[config.mk]
export PLATFORM = sky130hd
export DESIGN_NAME = alb_core
export DESIGN_NICKNAME = d
export VERILOG_FILES = /design/src/verilog/alb_pkg.sv /design/src/verilog/alb_shift.sv /design/src/verilog/alb_core.sv
export VERILOG_INCLUDE_DIRS = /design/src /design/src/verilog
export SDC_FILE = /design/constraint.sdc
export NUM_CORES = 1
export LEC_CHECK = 0
export ABC_AREA = 0
export CAP_MARGIN = 20
export CORE_ASPECT_RATIO = 0.8
export CORE_MARGIN = 8
export CORE_UTILIZATION = 55
export DETAILED_ROUTE_END_ITERATION = 8
export DONT_BUFFER_PORTS = 1
export PLACE_DENSITY_LB_ADDON = 0.1
export SLEW_MARGIN = 20
export SYNTH_ARGS = -nofsm -noshare
export SYNTH_HDL_FRONTEND = slang
export SYNTH_HIERARCHICAL = 1
export SYNTH_SLANG_ARGS = --single-unit
[constraint.sdc]
create_clock -name clk_i -period 13.7 [get_ports clk_i]
set_clock_uncertainty 0.2 [all_clocks]
set_input_delay 1.37 -clock clk_i [delete_from_list [all_inputs] [get_ports clk_i]]
set_output_delay 1.37 -clock clk_i [all_outputs]
set_load 0.005 [all_outputs]
[src/verilog/alb_map.svh]
// Address map, field positions and reset values of the execution datapath
`ifndef ALB_MAP_SVH
`define ALB_MAP_SVH
// ****************************************
// Register offsets (byte addresses)
// ****************************************
`define ALB_ADDR_CTRL      12'h000
`define ALB_ADDR_STATUS    12'h004
`define ALB_ADDR_FILE_OP_ACCUMULATOR_BASE 12'h040
`define ALB_FILE_OP_ACCUMULATOR_MASK      12'hFC0
// ****************************************
// Field positions and reset values
// ****************************************
`define ALB_CTRL_EN_BIT    0
`define ALB_CTRL_EN_RST    1'b1
`define ALB_ST_C           0
`define ALB_ST_DC          1
`define ALB_ST_N           2
`define ALB_ST_OV          3
`define ALB_ST_Z           4
`define ALB_W0_IDX         4'h0
`endif

[src/verilog/alb_pkg.sv]
// Types shared by the execution datapath
`default_nettype none
package alb_pkg;
    typedef enum logic [3:0] {
        ALB_OP_ADD, ALB_OP_SUM_WITH_CARRY_OP, ALB_OP_AND, ALB_OP_ASR1, ALB_OP_ASRW,
        ALB_OP_ASRK, ALB_OP_BIT_ZERO_OP, ALB_OP_BRA, ALB_OP_BRAW
    } alb_op_type;
    typedef enum logic [1:0] {
        ALB_FORM_FILE, ALB_FORM_WIDE_IMMEDIATE, ALB_FORM_REG3, ALB_FORM_SHORT_IMMEDIATE
    } alb_form_type;
    typedef enum logic [3:0] {
        ALB_CC_ALWAYS, ALB_CC_C, ALB_CC_NC, ALB_CC_Z, ALB_CC_NZ, ALB_CC_N, ALB_CC_NN,
        ALB_CC_OV, ALB_CC_NOV, ALB_CC_GE, ALB_CC_GT, ALB_CC_LE, ALB_CC_LT,
        ALB_CC_GTU, ALB_CC_LEU, ALB_CC_LTU
    } alb_cond_type;
    typedef enum logic {ALB_PH_EXEC, ALB_PH_FLUSH} alb_phase_type;
    typedef struct packed {
        logic c;
        logic dc;
        logic n;
        logic ov;
        logic z;
    } alb_flags_type;
    typedef struct packed {
        alb_op_type   op;
        alb_form_type form;
        alb_cond_type cond;
        logic         byte_mode;
        logic         dest_file;
        logic [12:0]  faddr;
        logic [15:0]  file_rdata;
        logic [3:0]   wb;
        logic [3:0]   ws;
        logic [3:0]   wd;
        logic [9:0]   wide_immediate;
        logic [4:0]   short_immediate;
        logic [3:0]   shift_immediate;
        logic [3:0]   bit_index_field;
        logic [15:0]  offset;
    } alb_instr_type;
    typedef struct packed {
        alb_phase_type   phase;
        logic [15:0][15:0] file_op_accumulator;
        alb_flags_type   flags;
        logic            enable;
        logic            ready;
        logic            nop_slot;
        logic            jump;
        logic            jump_abs;
        logic [15:0]     jump_val;
        logic            mem_wr;
        logic [12:0]     mem_addr;
        logic [15:0]     mem_data;
        logic            pready;
        logic [31:0]     prdata;
        logic            pslverr;
    } alb_state_type;
endpackage : alb_pkg
`default_nettype wire

[src/verilog/alb_shift.sv]
// Arithmetic right barrel shifter, byte or word
`default_nettype none
module alb_shift (
    // Operand
    input  wire logic [15:0] value_i,
    input  wire logic [3:0]  amount_i,
    input  wire logic        byte_i,
    // Result
    output logic      [15:0] value_o
);
    logic [4:0][15:0] stage;
    logic             sign;

    // Byte operand is sign-extended so one shifter serves both widths
    assign sign     = byte_i ? value_i[7] : value_i[15];
    assign stage[0] = byte_i ? {{8{value_i[7]}}, value_i[7:0]} : value_i;

    genvar k;
    generate
        for (k = 0; k < 4; k++) begin : g_stage
            localparam int SH = 1 << k;
            assign stage[k+1] = amount_i[k] ? {{SH{sign}}, stage[k][15:SH]} : stage[k];
        end
    endgenerate

    assign value_o = stage[4];
endmodule : alb_shift
`default_nettype wire

[src/verilog/alb_core.sv]
// Execution datapath: add, and, arithmetic shift, bit clear, branches
//
// The APB interface to the registers and the register offsets were chosen for this implementation.
`default_nettype none
`include "alb_map.svh"
module alb_core import alb_pkg::*; (
    // Clock and reset
    input  wire logic          clk_i,
    input  wire logic          sys_rst_i,
    // Decoder side
    input  wire logic          instr_valid_i,
    input  wire alb_instr_type instr_i,
    output logic               instr_ready_o,
    output logic               nop_slot_o,
    // Program counter side
    output logic               jump_o,
    output logic               jump_abs_o,
    output logic [15:0]        jump_val_o,
    // Data memory side
    output logic               mem_wr_o,
    output logic [12:0]        mem_addr_o,
    output logic [15:0]        mem_data_o,
    output alb_flags_type      flags_o,
    // APB slave
    input  wire logic          psel_i,
    input  wire logic          penable_i,
    input  wire logic          pwrite_i,
    input  wire logic [11:0]   paddr_i,
    input  wire logic [31:0]   pwdata_i,
    output logic [31:0]        prdata_o,
    output logic               pready_o,
    output logic               pslverr_o
);
    alb_state_type s;
    alb_state_type next_s;
    logic          accept;
    logic          byte_m;
    logic          wr_reg;
    logic          wr_file;
    logic          taken;
    logic          carry_in;
    logic [3:0]    wr_idx;
    logic [3:0]    shift_amt;
    logic [3:0]    clr_idx;
    logic [15:0]   op_a;
    logic [15:0]   op_b;
    logic [15:0]   res;
    logic [15:0]   dst_old;
    logic [15:0]   merged;
    logic [15:0]   shift_res;
    logic [16:0]   sum;
    logic [4:0]    nib;
    logic          is_file_op_accumulator;
    logic          apb_wr;

    // ****************************************
    // Helpers
    // ****************************************
    function automatic logic [15:0] lo_byte(input logic [15:0] v, input logic b);
        return b ? {8'h00, v[7:0]} : v;
    endfunction : lo_byte

    function automatic logic msb(input logic [15:0] v, input logic b);
        return b ? v[7] : v[15];
    endfunction : msb

    function automatic logic is_zero(input logic [15:0] v, input logic b);
        return b ? (v[7:0] == 8'h00) : (v == 16'h0000);
    endfunction : is_zero

    function automatic logic cond_met(input alb_cond_type c, input alb_flags_type f);
        logic lt;
        lt = f.n ^ f.ov;
        unique case (c)
            ALB_CC_ALWAYS: return 1'b1;
            ALB_CC_C:      return f.c;
            ALB_CC_NC:     return !f.c;
            ALB_CC_Z:      return f.z;
            ALB_CC_NZ:     return !f.z;
            ALB_CC_N:      return f.n;
            ALB_CC_NN:     return !f.n;
            ALB_CC_OV:     return f.ov;
            ALB_CC_NOV:    return !f.ov;
            ALB_CC_GE:     return !lt;
            ALB_CC_GT:     return !lt && !f.z;
            ALB_CC_LE:     return lt || f.z;
            ALB_CC_LT:     return lt;
            ALB_CC_GTU:    return f.c && !f.z;
            ALB_CC_LEU:    return !f.c || f.z;
            ALB_CC_LTU:    return !f.c;
        endcase
    endfunction : cond_met

    alb_shift u_shift (
        .value_i  (op_a),
        .amount_i (shift_amt),
        .byte_i   (byte_m),
        .value_o  (shift_res)
    );

    // ****************************************
    // Next state
    // ****************************************
    always_comb begin
        next_s   = s;
        accept   = instr_valid_i && s.ready;
        byte_m   = instr_i.byte_mode;
        wr_reg   = 1'b0;
        wr_file  = 1'b0;
        taken    = 1'b0;
        carry_in = 1'b0;
        wr_idx   = instr_i.wd;
        op_a     = s.file_op_accumulator[instr_i.wb];
        op_b     = s.file_op_accumulator[instr_i.ws];
        res      = 16'h0000;
        sum      = 17'h00000;
        nib      = 5'h00;
        clr_idx  = byte_m ? {1'b0, instr_i.bit_index_field[2:0]} : instr_i.bit_index_field;
        shift_amt = 4'h1;
        // Operand selection
        unique case (instr_i.form)
            ALB_FORM_FILE: begin
                op_a    = instr_i.file_rdata;
                op_b    = s.file_op_accumulator[`ALB_W0_IDX];
                wr_file = instr_i.dest_file;
                wr_reg  = !instr_i.dest_file;
                wr_idx  = `ALB_W0_IDX;
            end
            ALB_FORM_WIDE_IMMEDIATE: begin
                op_a   = byte_m ? {8'h00, instr_i.wide_immediate[7:0]} : {6'h00, instr_i.wide_immediate};
                op_b   = s.file_op_accumulator[instr_i.wd];
                wr_reg = 1'b1;
            end
            ALB_FORM_REG3: begin
                wr_reg = 1'b1;
            end
            ALB_FORM_SHORT_IMMEDIATE: begin
                op_b   = {11'h000, instr_i.short_immediate};
                wr_reg = 1'b1;
            end
        endcase
        if ((instr_i.op == ALB_OP_ASR1 || instr_i.op == ALB_OP_BIT_ZERO_OP)
            && instr_i.form != ALB_FORM_FILE) begin
            op_a = s.file_op_accumulator[instr_i.ws];
        end
        if (instr_i.op == ALB_OP_BIT_ZERO_OP) begin
            if (instr_i.form == ALB_FORM_FILE) begin
                wr_file = 1'b1;
                wr_reg  = 1'b0;
            end else begin
                wr_idx = instr_i.ws;
            end
        end
        dst_old = wr_file ? instr_i.file_rdata : s.file_op_accumulator[wr_idx];
        if (instr_i.op == ALB_OP_ASRW) begin
            shift_amt = s.file_op_accumulator[instr_i.ws][3:0];
        end else if (instr_i.op == ALB_OP_ASRK) begin
            shift_amt = instr_i.shift_immediate;
        end
        // Result
        unique case (instr_i.op)
            ALB_OP_ADD, ALB_OP_SUM_WITH_CARRY_OP: begin
                carry_in = (instr_i.op == ALB_OP_SUM_WITH_CARRY_OP) && s.flags.c;
                sum = {1'b0, lo_byte(op_a, byte_m)} + {1'b0, lo_byte(op_b, byte_m)}
                    + {16'h0000, carry_in};
                nib = {1'b0, op_a[3:0]} + {1'b0, op_b[3:0]} + {4'h0, carry_in};
                res = sum[15:0];
            end
            ALB_OP_AND:  res = op_a & op_b;
            ALB_OP_ASR1, ALB_OP_ASRW, ALB_OP_ASRK: res = shift_res;
            ALB_OP_BIT_ZERO_OP: res = op_a & ~(16'h0001 << clr_idx);
            ALB_OP_BRA: begin
                taken  = cond_met(instr_i.cond, s.flags);
                wr_reg = 1'b0;
                wr_file = 1'b0;
            end
            ALB_OP_BRAW: begin
                taken  = 1'b1;
                wr_reg = 1'b0;
                wr_file = 1'b0;
            end
            default: res = 16'h0000;
        endcase
        merged = byte_m ? {dst_old[15:8], res[7:0]} : res;

        // APB: zero wait, pready raised in the access phase
        is_file_op_accumulator = ((paddr_i & `ALB_FILE_OP_ACCUMULATOR_MASK) == `ALB_ADDR_FILE_OP_ACCUMULATOR_BASE) && paddr_i[1:0] == 2'b00;
        apb_wr  = psel_i && penable_i && s.pready && pwrite_i && !s.pslverr;
        next_s.pready = 1'b0;
        if (psel_i && !penable_i && !s.pready) begin
            next_s.pready  = 1'b1;
            next_s.pslverr = 1'b0;
            next_s.prdata  = 32'h0000_0000;
            if (paddr_i == `ALB_ADDR_CTRL) begin
                next_s.prdata[`ALB_CTRL_EN_BIT] = s.enable;
            end else if (paddr_i == `ALB_ADDR_STATUS) begin
                next_s.prdata[`ALB_ST_C]  = s.flags.c;
                next_s.prdata[`ALB_ST_DC] = s.flags.dc;
                next_s.prdata[`ALB_ST_N]  = s.flags.n;
                next_s.prdata[`ALB_ST_OV] = s.flags.ov;
                next_s.prdata[`ALB_ST_Z]  = s.flags.z;
            end else if (is_file_op_accumulator && !pwrite_i) begin
                next_s.prdata = {16'h0000, s.file_op_accumulator[paddr_i[5:2]]};
            end else begin
                next_s.pslverr = 1'b1;
            end
        end
        if (apb_wr && paddr_i == `ALB_ADDR_CTRL) begin
            next_s.enable = pwdata_i[`ALB_CTRL_EN_BIT];
        end
        // An instruction in flight owns the flags; a software write then loses
        if (apb_wr && paddr_i == `ALB_ADDR_STATUS && !accept) begin
            next_s.flags.c  = pwdata_i[`ALB_ST_C];
            next_s.flags.dc = pwdata_i[`ALB_ST_DC];
            next_s.flags.n  = pwdata_i[`ALB_ST_N];
            next_s.flags.ov = pwdata_i[`ALB_ST_OV];
            next_s.flags.z  = pwdata_i[`ALB_ST_Z];
        end

        // Execute
        next_s.mem_wr   = 1'b0;
        next_s.jump     = 1'b0;
        next_s.nop_slot = 1'b0;
        next_s.phase    = ALB_PH_EXEC;
        if (accept) begin
            if (wr_reg) begin
                next_s.file_op_accumulator[wr_idx] = merged;
            end
            if (wr_file) begin
                next_s.mem_wr   = 1'b1;
                next_s.mem_addr = instr_i.faddr;
                next_s.mem_data = merged;
            end
            unique case (instr_i.op)
                ALB_OP_ADD, ALB_OP_SUM_WITH_CARRY_OP: begin
                    next_s.flags.c  = byte_m ? sum[8] : sum[16];
                    next_s.flags.dc = nib[4];
                    next_s.flags.ov = (msb(op_a, byte_m) == msb(op_b, byte_m))
                                   && (msb(res, byte_m) != msb(op_a, byte_m));
                end
                ALB_OP_ASR1: begin
                    next_s.flags.c  = op_a[0];
                    next_s.flags.ov = 1'b0;
                end
                default: next_s.flags.c = next_s.flags.c;
            endcase
            if (instr_i.op inside {ALB_OP_ADD, ALB_OP_SUM_WITH_CARRY_OP, ALB_OP_AND, ALB_OP_ASR1,
                                   ALB_OP_ASRW, ALB_OP_ASRK}) begin
                next_s.flags.n = msb(res, byte_m);
                next_s.flags.z = is_zero(res, byte_m);
            end
            if (taken) begin
                next_s.jump     = 1'b1;
                next_s.jump_abs = (instr_i.op == ALB_OP_BRAW);
                next_s.jump_val = (instr_i.op == ALB_OP_BRAW) ? s.file_op_accumulator[instr_i.ws]
                                                               : instr_i.offset;
                next_s.nop_slot = 1'b1;
                next_s.phase    = ALB_PH_FLUSH;
            end
        end
        next_s.ready = next_s.enable && next_s.phase == ALB_PH_EXEC;
    end

    always_ff @(posedge clk_i or posedge sys_rst_i) begin
        if (sys_rst_i) begin
            s        <= '0;
            s.enable <= `ALB_CTRL_EN_RST;
        end else begin
            s <= next_s;
        end
    end

    assign instr_ready_o = s.ready;
    assign nop_slot_o    = s.nop_slot;
    assign jump_o        = s.jump;
    assign jump_abs_o    = s.jump_abs;
    assign jump_val_o    = s.jump_val;
    assign mem_wr_o      = s.mem_wr;
    assign mem_addr_o    = s.mem_addr;
    assign mem_data_o    = s.mem_data;
    assign flags_o       = s.flags;
    assign prdata_o      = s.prdata;
    assign pready_o      = s.pready;
    assign pslverr_o     = s.pslverr;

    logic acc_br;
    assign acc_br = accept && instr_i.op inside {ALB_OP_BRA, ALB_OP_BRAW};
endmodule : alb_core
`default_nettype wire

==> out/results.tsv <==
stage	metric	value	unit
run_status	outcome	finished clean	
synth	Top FF cell, synth	dfrtp_1	
setup_path	crit end category	flop	
synth	post-synthesis cell area	0.0257	mm2
power_and_ir_drop	Internal	1.76	mW
routing	DR pass1 iterations	5	
synth	synthesized flop and latch total	329	
setup_path	crit path DAT	7.11	ns
grt	number of global-route vias before repair	20914	
sta	Max Fclk	145	MHz
routing	Via density	7.48	
sta	Slew headroom	0.185	
layout	post-route cell area	0.0266	mm2
sta	max-slew violations	0	
routing	via count	22042	
clock_tree	CTS tree	yes	
layout	leading cell type in the layout, fill and taps excluded	nand2_1	
synth	Seq/Total Area, Yosys	0.321	
layout	layout cell share with drive strength beyond 1	0.220	
grt	first-pass GRT wire length	146000	um
die	width of the die	257	um
layout	fin nets	2462	
layout	commonest non-fill, non-tap cells in the layout	nand2_1 (433), dfrtp_1 (328), mux4_2 (253)	
routing	WL met2	41600	um
place	DP HPWL	66800	um
sta	Final period util	0.505	
setup_path	Worst Setup SP	instr_i[43]	
power_and_ir_drop	clock network power share	0.475	
sta	Period minus WS final	6.91	ns
synth	YS warnings	6	
setup_path	crit start category	input port	
sta	setup tns final	0	ns
synth	Netlist cell types	95	
layout	Syn-to-layout area delta	3.73	%
clock_tree	H-tree Lvls	2	
worst_hold_path	Hold WC Path Type	reg -> reg	
synth	largest area contributor in the netlist	dfrtp_1	
routing	Final ANT Viol Nets	0	
power_and_ir_drop	Net Switching	0.629	mW
routing	WL final	99400	um
setup_path	setup slack, reg-to-reg	7.28	ns
die	row count	70	
routing	wl on met1	36800	um
place	GP Congestion	1.00	
synth	ys async rst share	1.00	
setup_path	worst r2r path cells	14	
grt	antenna violations before repair	6	
place	PortBufs	0	
die	die area	0.0539	mm2
power_and_ir_drop	PD cells	89.7	mW/mm2
routing	wire per inst	33.8	um
clock_tree	Max Root-Sink Buffers	3	
power_and_ir_drop	Flop pwr share	0.410	
flow_run	Max-Cap Viols	0	
power_and_ir_drop	leakage power	10.8	nW
clock_tree	clk sinks	329	
setup_path	Critical Path RT	13.89	ns
clock_tree	post_cts resized	0	
clock_tree	cts hold-fix bufs	0	
die	Core Area	0.0459	mm2
power_and_ir_drop	VDD IR max	0.0786	mV
clock_tree	cts bufs inserted	38	
sta	Worst-Margin Slew	1.21	ns
grt	GRT Total Usage	0.361	
synth	area share of the largest cell type after synthesis	0.320	
layout	post-layout util	0.580	
sta	final setup vio count	0	
synth	Mean Syn Cell Area	10.3	um2
die	IO Pins	231	
routing	# DRC	0	
setup_path	CP Class	in -> reg	
power_and_ir_drop	power consumption	2.39	mW
setup_path	Worst Path Max Fanout	55	
clock_tree	post-CTS setup buffer count	0	
die	Initial Util	0.559	
routing	max layer used	met5	
synth	Mapped Cells	2492	
clock_tree	CTS clk-pin slew, worst paths	0.06	ns
clock_tree	later-pin clock latency in the skew report	0.59	ns
sta	RSZ-0062 raised after global routing	false	
grt	grt ovf	0	
power_and_ir_drop	Comb pwr share	0.115	
sta	Final Hold Fails	0	
grt	largest net degree at the start of global routing	132	
clock_tree	root buf cell	clkbuf_16	
synth	number of enable flip-flop cells after synthesis	0	
synth	synth top area cells	dfrtp_1 (32%), mux4_2 (22%), nand2_1 (6.5%), mux2_2 (3.7%), o21ai_0 (3.4%)	
routing	met3 wire len	15300	um
die	Die H	209	um
power_and_ir_drop	sw frac	0.264	
place	Area after DPL	0.0252	mm2
routing	1st-iter DRT viols	3498	
## worst max-delay path, stage by stage
cell and delay, ns:
mux4_1 0.58, a22o_1 0.24, a221oi_1 0.91, a21boi_0 0.64, ha_1 0.46, and2_1 0.17, or4_1 0.44, o21ai_1 0.40
a311oi_1 0.22, o21ai_0 0.33, mux2i_1 0.29, o211ai_2 0.19, o21ai_4 0.63, o21ai_1 0.14
## worst min-delay path by stage
| stage | startpoint | endpoint | slack, ns | depth (start not counted) |
|---|---|---|---|---|
| floorplan | mem_addr_o[0] | mem_addr_o[0] | 0.25 | 2 |
| global placement | prdata_o[10] | prdata_o[10] | 0.30 | 2 |
| detailed placement | mem_addr_o[10] | mem_addr_o[10] | 0.31 | 2 |
| CTS | prdata_o[3] | prdata_o[3] | 0.32 | 2 |
| global route | mem_data_o[10] | mem_data_o[10] | 0.35 | 2 |
| finish | prdata_o[8] | prdata_o[8] | 0.31 | 2 |
## synth_stat cells (6+ instances only)
master,count
a2111oi_0,12
a211oi_1,11
a21boi_0,7
a21oi_1,89
a221o_1,10
a221oi_1,8
a22o_1,8
a22oi_1,97
a31oi_1,10
and2_1,24
and3_1,8
buf_1,17
buf_2,55
buf_4,104
buf_6,10
clkbuf_1,94
dfrtp_1,328
ha_1,16
inv_1,41
mux2_2,84
mux2i_1,84
mux4_1,10
mux4_2,253
nand2_1,443
nand2b_1,13
nand3_1,19
nand4_1,7
nor2_1,89
nor2b_1,28
nor3_1,19
o2111ai_1,6
o211ai_1,20
o21a_1,8
o21ai_0,174
o21ai_1,88
o21ai_2,17
o221ai_1,7
o22ai_1,20
o31a_1,6
or2_2,12
or3_1,12
xnor2_1,6
xor2_1,6
## routing by layer
layer	vias up	track usage
met5	-	0.00833
met4	4	0.175
met3	361	0.139
met2	1790	0.510
met1	10888	0.482
li1	8999	-
## cell type report
cell class / count / area, um2
timing repair buffer: 39 / 290
clock inverter: 18 / 304
antenna: 4 / 10.0
sequential: 329 / 8230
fill: 3901 / 19300
clock buffer: 50 / 1070
inverter: 45 / 176
tap: 612 / 766
multi-input combinational: 1849 / 15800
## stage by stage
step                setup WS, ns  instances  hold WS [ns]
CTS                         7.07       2941         0.322
global placement            6.57       2873         0.300
floorplan                   3.02       2507         0.247
detailed placement          6.50       2873         0.305
finish                      6.79       2946         0.308
global route                6.79       2943         0.348
## kinds of logic after synthesis
family / Yosys count / share of synthesized area
AO/OA/AOI/OAI: 660 / 0.169
XOR/XNOR: 12 / 0.00410
adder cells (fa/ha/maj): 18 / 0.00936
buffers and inverters: 329 / 0.0709
flip-flops: 329 / 0.321
multiplexers: 435 / 0.304
other: 1 / 0.000146
AND/OR/NAND/NOR: 708 / 0.121
## power groups by stage
stage	clock [mW]	combinational [mW]	sequential, mW
final	1.13	0.274	0.979
after global routing	1.18	0.287	0.979
after CTS	1.14	0.265	0.979
after detailed placement	0	0.265	0.997
after global placement	0	0.261	0.996
after floorplan	0	0.242	0.994
Power figures use the tool's default switching activity.
